**config.mk**
```make
export PLATFORM = sky130hd
export DESIGN_NAME = adc_clock_and_start_control
export DESIGN_NICKNAME = d
export VERILOG_FILES = /design/src/core/adc_ctl_pkg.sv /design/src/core/adc_clock_and_start_control.sv
export SDC_FILE = /design/constraint.sdc
export NUM_CORES = 1
export LEC_CHECK = 0
export BUFFER_PORTS_ARGS = -buffer_cell sky130_fd_sc_hd__buf_4
export CORE_MARGIN = 3
export CORE_UTILIZATION = 54
export DETAILED_ROUTE_END_ITERATION = 8
export MAX_ROUTING_LAYER = met4
export PLACE_DENSITY = 0.8
export SETUP_SLACK_MARGIN = 0.15
export SYNTH_ARGS = -nofsm -noshare
export SYNTH_HDL_FRONTEND = slang
export SYNTH_SLANG_ARGS = --single-unit
export TNS_END_PERCENT = 1
```
**constraint.sdc**
```tcl
create_clock -name SYS_CLK -period 3.3 [get_ports SYS_CLK]
set_input_delay 0.99 -clock SYS_CLK [delete_from_list [all_inputs] [get_ports SYS_CLK]]
set_output_delay 0.99 -clock SYS_CLK [all_outputs]
set_load 0.005 [all_outputs]
```
**src/core/adc_ctl_pkg.sv**
```systemverilog
// constants for the converter clock and start control block
package adc_ctl_pkg;
	// register byte offsets
	localparam logic [7:0] OFS_CTRL   = 8'h00;
	localparam logic [7:0] OFS_DIV    = 8'h04;
	localparam logic [7:0] OFS_STIME  = 8'h08;
	localparam logic [7:0] OFS_STATUS = 8'h0C;
	// control register fields
	localparam int CTRL_REFSEL_BIT = 0;
	localparam int CTRL_START_BIT  = 1;
	// status register fields
	localparam int STAT_BUSY_BIT   = 0;
	localparam int STAT_SAMPLE_BIT = 1;
	localparam int STAT_REFSEL_BIT = 2;
	// reset values
	localparam logic [7:0] DIV_RST   = 8'h00;
	localparam logic [7:0] STIME_RST = 8'h02;
	// divider: converter clock period is 4*(1+div) system clocks
	localparam int DIV_MULT = 4;
	localparam int CNT_W    = 10;
	// converter cycles spent converting after sampling ends
	localparam logic [7:0] CONV_CYCLES = 8'h0A;
	// system clock figures
	localparam int SYS_CLK_NS = 40;
	localparam int SYS_CLK_HZ = 25_000_000;
	// converter clock limits the user logic must honour
	localparam int CONV_CLK_MIN_HZ = 500_000;
	localparam int CONV_CLK_MAX_HZ = 10_000_000;
	localparam logic [31:0] RD_ZERO = 32'h0000_0000;
	typedef enum logic [1:0]
	{
		ST_IDLE   = 2'b00,
		ST_SAMPLE = 2'b01,
		ST_CONV   = 2'b11
	} conv_state_t;
endpackage

```
**src/core/adc_clock_and_start_control.sv**
```systemverilog
// converter clock divider, start and sample time control with apb access
//
// Chosen here: the placing of the registers and the APB slave port.
`timescale 1ns/1ns
// What this block does
// - reference select 0 picks the internal 2.56 V source, 1 the external.
// - converter clock period is 4*(1+divider value) system clock periods.
// - every control input is sampled on the system clock edge.
// - a start seen high at a rising edge while idle begins a conversion.
// - the converter clock stays internal and is never a port.
// - the sampling output is high during acquisition, low when it ends.
module adc_clock_and_start_control
#(
	// divider and sample-time field widths; the prescaler counter is
	// sized for an 8-bit divider
	parameter int DIV_W   = 8,
	parameter int STIME_W = 8
)
(
	// clock and reset
	input  wire logic        SYS_CLK,
	input  wire logic        RST_N,
	// apb slave
	input  wire logic        PSEL,
	input  wire logic        PENABLE,
	input  wire logic        PWRITE,
	input  wire logic [7:0]  PADDR,
	input  wire logic [31:0] PWDATA,
	output logic [31:0]      PRDATA,
	output logic             PREADY,
	output logic             PSLVERR,
	// converter side
	output logic             REF_INTERNAL_EN,
	output logic             SAMPLING,
	output logic             BUSY,
	output logic             CONV_DONE
);
	// register map, one word each, data in the low bits:
	//   control  bit0 reference select, bit1 write 1 to start
	//   divider  converter clock divider, period 4*(1+value) clocks
	//   sample   sample length in converter clocks, minus one
	//   status   bit0 busy, bit1 sampling, bit2 reference select
	// a start written while busy is dropped without an error; divider
	// and sample length are frozen at the start, so a late write only
	// counts for the next conversion

	typedef struct packed
	{
		// settings written by the user logic
		logic                          ref_sel;
		logic [DIV_W-1:0]              div;
		logic [STIME_W-1:0]            stime;
		// copies frozen for the conversion in flight
		logic [DIV_W-1:0]              run_div;
		logic [STIME_W-1:0]            run_stime;
		// converter clock prescaler
		logic [adc_ctl_pkg::CNT_W-1:0] pre_cnt;
		logic                          tick;
		// conversion sequencing
		logic [STIME_W-1:0]            cyc_cnt;
		adc_ctl_pkg::conv_state_t      state;
		logic                          done;
		// apb answer
		logic [31:0]                   rdata;
		logic                          ready;
		logic                          slverr;
		// converter side outputs, kept in flops
		logic                          ref_int;
		logic                          samp;
		logic                          busy;
	} state_t;

	state_t st_r;
	state_t st_nxt;

	// last converter clock of a conversion
	localparam logic [STIME_W-1:0] conv_last =
		STIME_W'(adc_ctl_pkg::CONV_CYCLES - 8'h01);

	// converter clock period in system clocks, minus one; for the top
	// divider value the product wraps to zero and the minus one still
	// lands on the right count
	function automatic logic [adc_ctl_pkg::CNT_W-1:0] div_top
	(
		input logic [DIV_W-1:0] d
	);
		logic [adc_ctl_pkg::CNT_W-1:0] p;
		p = adc_ctl_pkg::CNT_W'(adc_ctl_pkg::DIV_MULT)
			* (adc_ctl_pkg::CNT_W'(d) + adc_ctl_pkg::CNT_W'(1));
		div_top = p - adc_ctl_pkg::CNT_W'(1);
	endfunction

	// one converter clock further in a sample or conversion count
	function automatic logic [STIME_W-1:0] cyc_step
	(
		input logic [STIME_W-1:0] c
	);
		cyc_step = c + STIME_W'(1);
	endfunction

	// a count is finished once it has reached its last value
	function automatic logic reached
	(
		input logic [STIME_W-1:0] c,
		input logic [STIME_W-1:0] last
	);
		reached = (c >= last);
	endfunction

	// busy covers both sampling and converting
	function automatic logic is_busy
	(
		input adc_ctl_pkg::conv_state_t s
	);
		is_busy = (s != adc_ctl_pkg::ST_IDLE);
	endfunction

	function automatic logic is_sampling
	(
		input adc_ctl_pkg::conv_state_t s
	);
		is_sampling = (s == adc_ctl_pkg::ST_SAMPLE);
	endfunction

	function automatic logic addr_ok
	(
		input logic [7:0] a
	);
		addr_ok = (a == adc_ctl_pkg::OFS_CTRL) ||
			(a == adc_ctl_pkg::OFS_DIV) ||
			(a == adc_ctl_pkg::OFS_STIME) ||
			(a == adc_ctl_pkg::OFS_STATUS);
	endfunction

	// read word for a mapped register, zero elsewhere and in upper bits
	function automatic logic [31:0] rd_word
	(
		input state_t     s,
		input logic [7:0] a
	);
		rd_word = adc_ctl_pkg::RD_ZERO;
		case (a)
			// the start bit reads as zero; status shows whether it took
			adc_ctl_pkg::OFS_CTRL:
				rd_word[adc_ctl_pkg::CTRL_REFSEL_BIT] = s.ref_sel;
			adc_ctl_pkg::OFS_DIV:
				rd_word[DIV_W-1:0] = s.div;
			adc_ctl_pkg::OFS_STIME:
				rd_word[STIME_W-1:0] = s.stime;
			adc_ctl_pkg::OFS_STATUS:
			begin
				rd_word[adc_ctl_pkg::STAT_BUSY_BIT] = is_busy(s.state);
				rd_word[adc_ctl_pkg::STAT_SAMPLE_BIT] =
					is_sampling(s.state);
				rd_word[adc_ctl_pkg::STAT_REFSEL_BIT] = s.ref_sel;
			end
			default:
				rd_word = adc_ctl_pkg::RD_ZERO;
		endcase
	endfunction

	logic access;
	logic wr;
	logic start_req;

	always_comb
	begin
		st_nxt = st_r;
		access = PSEL && PENABLE && !st_r.ready;
		wr = access && PWRITE;
		start_req = 1'b0;
		st_nxt.ready = access;
		st_nxt.slverr = access && !addr_ok(PADDR);
		st_nxt.done = 1'b0;
		st_nxt.rdata = adc_ctl_pkg::RD_ZERO;

		// a request is taken on its first access cycle and answered one
		// cycle later, so every transfer has exactly one wait state
		// register writes, all sampled on the system clock
		if (wr)
		begin
			case (PADDR)
				adc_ctl_pkg::OFS_CTRL:
				begin
					st_nxt.ref_sel =
						PWDATA[adc_ctl_pkg::CTRL_REFSEL_BIT];
					start_req = PWDATA[adc_ctl_pkg::CTRL_START_BIT];
				end
				adc_ctl_pkg::OFS_DIV:
					st_nxt.div = PWDATA[DIV_W-1:0];
				adc_ctl_pkg::OFS_STIME:
					st_nxt.stime = PWDATA[STIME_W-1:0];
				// status is read-only: a write there only answers
				adc_ctl_pkg::OFS_STATUS:
					start_req = 1'b0;
				default:
					start_req = 1'b0;
			endcase
		end

		// read data stands for the single ready cycle only
		if (access && !PWRITE)
			st_nxt.rdata = rd_word(st_r, PADDR);

		// internal converter clock as a one-cycle tick; kept private
		st_nxt.tick = 1'b0;
		if (st_r.state == adc_ctl_pkg::ST_IDLE)
			st_nxt.pre_cnt = '0;
		else if (st_r.pre_cnt >= div_top(st_r.run_div))
		begin
			st_nxt.pre_cnt = '0;
			st_nxt.tick = 1'b1;
		end
		else
			st_nxt.pre_cnt = st_r.pre_cnt + adc_ctl_pkg::CNT_W'(1);

		case (st_r.state)
			adc_ctl_pkg::ST_IDLE:
			begin
				// start taken at this rising edge; starts while busy ignored
				if (start_req)
				begin
					st_nxt.state = adc_ctl_pkg::ST_SAMPLE;
					st_nxt.cyc_cnt = '0;
					// settings are frozen for the whole conversion so a
					// late write cannot stretch or cut one in flight
					st_nxt.run_div = st_r.div;
					st_nxt.run_stime = st_r.stime;
				end
			end
			adc_ctl_pkg::ST_SAMPLE:
			begin
				// sample length counts converter clocks, at least one
				if (st_r.tick)
				begin
					if (reached(st_r.cyc_cnt, st_r.run_stime))
					begin
						st_nxt.state = adc_ctl_pkg::ST_CONV;
						st_nxt.cyc_cnt = '0;
					end
					else
						st_nxt.cyc_cnt = cyc_step(st_r.cyc_cnt);
				end
			end
			adc_ctl_pkg::ST_CONV:
			begin
				if (st_r.tick)
				begin
					if (reached(st_r.cyc_cnt, conv_last))
					begin
						st_nxt.state = adc_ctl_pkg::ST_IDLE;
						st_nxt.done = 1'b1;
					end
					else
						st_nxt.cyc_cnt = cyc_step(st_r.cyc_cnt);
				end
			end
			default:
				st_nxt.state = adc_ctl_pkg::ST_IDLE;
		endcase

		// outputs are registered from the next state so each pin is a
		// flop and moves in the same cycle as the state it reports
		st_nxt.busy = is_busy(st_nxt.state);
		st_nxt.samp = is_sampling(st_nxt.state);
		st_nxt.ref_int = !st_nxt.ref_sel;
	end

	always_ff @(posedge SYS_CLK)
	begin
		// synchronous reset: internal reference, idle, bus quiet
		if (!RST_N)
		begin
			st_r.ref_sel <= 1'b0;
			st_r.div <= DIV_W'(adc_ctl_pkg::DIV_RST);
			st_r.stime <= STIME_W'(adc_ctl_pkg::STIME_RST);
			st_r.run_div <= DIV_W'(adc_ctl_pkg::DIV_RST);
			st_r.run_stime <= STIME_W'(adc_ctl_pkg::STIME_RST);
			st_r.pre_cnt <= '0;
			st_r.tick <= 1'b0;
			st_r.cyc_cnt <= '0;
			st_r.state <= adc_ctl_pkg::ST_IDLE;
			st_r.done <= 1'b0;
			st_r.rdata <= adc_ctl_pkg::RD_ZERO;
			st_r.ready <= 1'b0;
			st_r.slverr <= 1'b0;
			st_r.ref_int <= 1'b1;
			st_r.samp <= 1'b0;
			st_r.busy <= 1'b0;
		end
		else
			st_r <= st_nxt;
	end

	// every output is a flop bit of the state register
	assign PRDATA = st_r.rdata;
	assign PREADY = st_r.ready;
	assign PSLVERR = st_r.slverr;
	assign REF_INTERNAL_EN = st_r.ref_int;
	assign SAMPLING = st_r.samp;
	assign BUSY = st_r.busy;
	assign CONV_DONE = st_r.done;
endmodule

```
==> results of run 1 <==
-- cells in the mapped netlist (8+ instances only) --
cell type	number	area, um2
a21oi_1	38	190
xor2_1	11	96.3
dfxtp_1	68	1360
ha_1	22	275
inv_1	17	63.8
buf_4	32	240
nand2_1	66	248
xnor2_1	10	87.6
a22oi_1	8	60.1
nand3_1	39	195
clkbuf_1	9	33.8
a31oi_1	9	56.3
nor2_1	29	109
-- flip-flops by register name, indices dropped and copies added (netlist names) --
register / count
st_r: 54
PRDATA: 8
BUSY: 1
CONV_DONE: 1
PREADY: 1
PSLVERR: 1
REF_INTERNAL_EN: 1
SAMPLING: 1
-- through the flow --
step | cells | power [mW] | hold WS [ps] | instance area (um2)
floorplan | 455 | 0.890 | 426 | 3680
global placement | 525 | 0.899 | 440 | 3750
detailed placement | 525 | 0.899 | 445 | 3750
CTS | 542 | 1.58 | 455 | 3960
global route | 544 | 1.64 | 467 | 4000
finish | 544 | 1.57 | 455 | 4000
-- area by class of cell --
type,instances,share of cell area
timing repair buffer,43,0.0817
clock inverter,7,0.0188
multi-input combinational,321,0.485
inverter,19,0.0179
tap,77,0.0241
clock buffer,9,0.0310
sequential,68,0.341
-- cells by family (layout without fill, tap and decap cells) --
family,after synthesis,after routing,synth area share
and+or+nand+nor,180,180,0.253
other,1,24,0.00104
muxes,2,2,0.00592
AOI/OAI and AO/OA,72,72,0.123
DFF,68,68,0.379
buffers and inverters,66,78,0.111
adders and majority gates,22,22,0.0766
xor gates and xnor gates,21,21,0.0512
-- metal layers --
| metal | vias up | part of all wire |
|---|---|---|
| met1 | 1356 | 0.43 |
| li1 | 1489 | - |
| met4 | 0 | 0.014 |
| met2 | 83 | 0.50 |
| met3 | 13 | 0.057 |
| met5 | - | 0 |
-- worst max-delay path by stage --
stage | to
after detailed placement | st_r[54]
after global placement | st_r[57]
after floorplan | st_r[51]
after global routing | st_r[54]
after CTS | st_r[54]
final | st_r[55]
-- where the power goes --
group / internal, mW / total (mW) / switching [mW]
logic: 0.0232 / 0.0595 / 0.0364
clock network: 0.354 / 0.690 / 0.336
registers: 0.821 / 0.821 / 0.000566
-- layout by cell type (no fill, tap or decap), types with 3 or more instances in the layout --
cell,n
dfxtp_1,67
nand2_1,66
buf_4,42
nand3_1,39
a21oi_1,37
nor2_1,29
conb_1,24
ha_1,22
inv_1,17
xnor2_1,10
xor2_1,10
clkbuf_8,9
a22oi_1,8
a31oi_1,8
or3_1,7
a21o_1,5
nor2b_1,4
nor3_1,4
and3_1,3
nand3b_1,3
-- repair_timing --
action,4_1_cts,5_1_grt
resized for setup,0,7
hold endpoints to repair,0,0
endpoints found under the setup margin,10,10
buffers inserted,1,2
pin swaps,1,2
-- worst max-delay path, cell delays in order (launching register included) --
cell	delay, ps
dfxtp_1	340
and3_2	240
or3_1	330
a21oi_2	150
o21ai_1	80
xnor2_1	180
ha_1	270
a21o_1	180
a21o_1	180
a221o_1	360
a31oi_2	200
nand3b_1	130
buf_6	160
nor2_1	100
==> impl_metrics.env, run 1 <==
export IMPL_status="completed"
export IMPL_ff2ff_path_depth=13
export IMPL_wl_um=7070
export IMPL_first_global_vias=2688
export IMPL_critPathArrivalTime_ps=3260
export IMPL_grt_overflow=0
export IMPL_cp_required_ps=3590
export IMPL_drive_gt1_frac=0.167
export IMPL_powerDensity_mw_per_mm2=393
export IMPL_ys_ff_latch=68
export IMPL_clockRootBuffer="clkbuf_8"
export IMPL_multiInputGateArea_mm2=0.00194
export IMPL_top_usage_layer="met2"
export IMPL_start_util=0.563
export IMPL_fin_crit_ps=2980
export IMPL_htree_levels=3
export IMPL_drtIter0Drc=160
export IMPL_synthDistinctLibCells=54
export IMPL_ir_drop_mv=0.256
export IMPL_cts_buffers=9
export IMPL_max_slew_margin=0.502
export IMPL_min_to="st_r[63]"
export IMPL_fin_skew_ps=8.29
export IMPL_worst_setup_path_end_kind="flip-flop"
export IMPL_startpoint_type="flip-flop"
export IMPL_fmax_mhz=336
export IMPL_syn_inst=432
export IMPL_wire_per_inst_um=13.0
export IMPL_place_hpwl_um=5130
export IMPL_vias_per_cell=5.41
export IMPL_final_fill_count=557
export IMPL_num_antenna_cells=0
export IMPL_setup_violations_final=0
export IMPL_fin_ws_ps=322
export IMPL_path_clk_slew_ps=80
export IMPL_final_util=0.626
export IMPL_worstMarginPinSlew_ps=746
export IMPL_drc=0
export IMPL_syn_avg_cell_area_um2=8.32
export IMPL_clock_sinks=68
export IMPL_hold_viol=0
export IMPL_gp_routability_congestion=0.873
export IMPL_pre_cts_ws_ps=120
export IMPL_r2r_start="st_r[68]"
export IMPL_min_from="st_r[63]"
export IMPL_grt_start_max_net_pins=46
export IMPL_hold_path_depth=2
export IMPL_core_mm2=0.00639
export IMPL_antenna_found_initial=0
export IMPL_nets=529
export IMPL_setup_worst_path_start="st_r[68]"
export IMPL_synth_seq_area_share=0.379
export IMPL_cts_hold_buffers_added=0
export IMPL_synthArstFlopShare=0
export IMPL_drv_cap=0
export IMPL_tns_ps=0
export IMPL_cellLeakagePower_nw=1.54
export IMPL_met1_usage=0.247
export IMPL_vias=2941
export IMPL_grt_setup_unrepaired="no"
export IMPL_met2_usage=0.316
export IMPL_cts_max_path_buffers=2
export IMPL_dr_pass1_iters=4
export IMPL_register_area_mm2=0.00136
export IMPL_die_height_um=87.6
export IMPL_fp_row_count=29
export IMPL_crit_type="flip-flop to flip-flop"
export IMPL_port_buffers=34
export IMPL_ios=83
export IMPL_use_met3=0.0555
export IMPL_ys_flop_type="dfxtp_1"
export IMPL_die_area_mm2=0.00767
export IMPL_fin_crit_sh=0.902
export IMPL_reg2reg_slack_ps=320
export IMPL_drv_slew=0
export IMPL_syn_area_mm2=0.00359
export IMPL_ant_nets=0
export IMPL_tritoncts="built"
export IMPL_worstSkewPairLatency_ps=350
export IMPL_grt_util_all_layers=0.202
export IMPL_area_growth_syn_to_layout_pct=11.2
export IMPL_synth_edf_count=0
export IMPL_fp_dieW_um=87.6
export IMPL_synth_warnings=0
export IMPL_timing_rr_end="st_r[55]"
export IMPL_hp_class="flip-flop to flip-flop"
export IMPL_grt_pass1_wl_um=11900
export IMPL_crit_path_max_fanout=10
Power figures use the tool's default switching activity.
==> run 2: changes to the inputs <==
Settings changed: RECOVER_POWER set to 50.
==> impl_metrics.env, run 2 (same netlist as run 1, synthesis figures left out) <==
export IMPL_final_util=0.619
export IMPL_ir_drop_mv=0.257
export IMPL_tritoncts="built"
export IMPL_fin_crit_sh=0.919
export IMPL_layout_common_cells="67 x dfxtp_1, 66 x nand2_1, 39 x nand3_1"
export IMPL_drtIter0Drc=169
export IMPL_vias=2934
export IMPL_grt_start_max_net_pins=46
export IMPL_startpoint_type="input port"
export IMPL_place_area_mm2=0.00375
export IMPL_cp_required_ps=3560
export IMPL_ant_nets=0
export IMPL_powerDensity_mw_per_mm2=396
export IMPL_port_buffers=34
export IMPL_worstSkewPairLatency_ps=340
export IMPL_clock_sinks=68
export IMPL_fin_cells=544
export IMPL_setup_violations_final=0
export IMPL_largest_register="st_r"
export IMPL_max_slew_margin=0.493
export IMPL_gp_routability_congestion=0.873
export IMPL_ios=83
export IMPL_largest_register_ffs=54
export IMPL_placedCellCount=525
export IMPL_grt_util_all_layers=0.202
export IMPL_setup_worst_path_start="PADDR[5]"
export IMPL_wl_met2_um=3520
export IMPL_wire_per_inst_um=13.1
export IMPL_fin_crit_ps=3030
export IMPL_drc=0
export IMPL_r2r_start="st_r[68]"
export IMPL_fp_row_count=29
export IMPL_drive_gt1_frac=0.156
export IMPL_first_global_vias=2688
export IMPL_status="completed"
export IMPL_reg2reg_slack_ps=300
export IMPL_drv_cap=0
export IMPL_fin_ws_ps=267
export IMPL_final_common_cell="dfxtp_1"
export IMPL_ff2ff_path_depth=13
export IMPL_dr_pass1_iters=4
export IMPL_clockRootBuffer="clkbuf_8"
export IMPL_grt_overflow=0
export IMPL_start_util=0.563
export IMPL_holdWs_ps=455
export IMPL_fin_skew_ps=10.1
export IMPL_nets=529
export IMPL_hp_class="flip-flop to flip-flop"
export IMPL_vias_per_cell=5.39
export IMPL_num_antenna_cells=0
export IMPL_path_clk_slew_ps=70
export IMPL_drv_slew=0
export IMPL_cellLeakagePower_nw=1.52
export IMPL_power_mw=1.56
export IMPL_wl_met3_um=385
export IMPL_grt_pass1_wl_um=11900
export IMPL_worstMarginPinSlew_ps=758
export IMPL_antenna_found_initial=0
export IMPL_core_mm2=0.00639
export IMPL_hold_viol=0
export IMPL_htree_levels=3
export IMPL_place_hpwl_um=5130
export IMPL_routed_top_layer="met4"
export IMPL_timing_critical_path_to="SAMPLING"
export IMPL_crit_type="input port to flip-flop"
export IMPL_wl_um=7110
export IMPL_cts_max_path_buffers=2
export IMPL_tns_ps=0
export IMPL_fmax_mhz=330
export IMPL_cts_buffers=9
export IMPL_pre_cts_ws_ps=120
export IMPL_critPathArrivalTime_ps=3290
export IMPL_crit_path_max_fanout=18
export IMPL_area_growth_syn_to_layout_pct=9.99
export IMPL_fp_dieW_um=87.6
export IMPL_drt_met1_wl_um=3080
export IMPL_die_height_um=87.6
export IMPL_grt_setup_unrepaired="no"
export IMPL_timing_rr_end="st_r[54]"
export IMPL_post_route_cell_area_mm2=0.00395
export IMPL_worst_setup_path_end_kind="flip-flop"
export IMPL_die_area_mm2=0.00767
[run 2: metal layers]
metal,vias up,global-route usage
li1,1487,-
met1,1348,0.247
met2,85,0.316
met3,14,0.0555
met4,0,0.0781
met5,-,-
[run 2: worst min path at each step]
stage                     startpoint        to  slack (ps)  depth (start not counted)
after global placement      st_r[49]  st_r[49]         440                          1
after detailed placement    st_r[62]  st_r[62]         450                          2
after CTS                   st_r[62]  st_r[62]         450                          2
after floorplan             st_r[49]  st_r[49]         430                          1
final                       st_r[65]  st_r[65]         460                          2
after global routing        st_r[62]  st_r[62]         470                          2
[run 2: where the power goes]
part / switching [mW] / internal (mW) / leakage [nW] / total (mW)
sequential: 0.000535 / 0.821 / 0.548 / 0.821
clock: 0.332 / 0.354 / 0.104 / 0.686
combinational: 0.0349 / 0.0219 / 0.864 / 0.0569
[run 2: area by class of cell]
type | instances | area [um2]
Fill cell | 561 | 2430
Tap cell | 77 | 96.3
Inverter | 19 | 71.3
Sequential cell | 68 | 1360
Timing Repair Buffer | 43 | 323
Clock buffer | 9 | 124
Multi-Input combinational cell | 321 | 1900
Clock inverter | 7 | 75.1
[run 2: repair_timing]
action	CTS	global route
buffers inserted	1	2
endpoints found under the setup margin	10	10
hold buffers	0	0
pin swaps	1	2
gates cloned	0	0
gates resized for setup	0	7
[run 2: critical path: stages]
cell and delay [ps]:
clkbuf_4 100, or4_1 550, or3_1 420, nor2_4 160
nand4_1 610, o21a_1 320, nor3_1 130
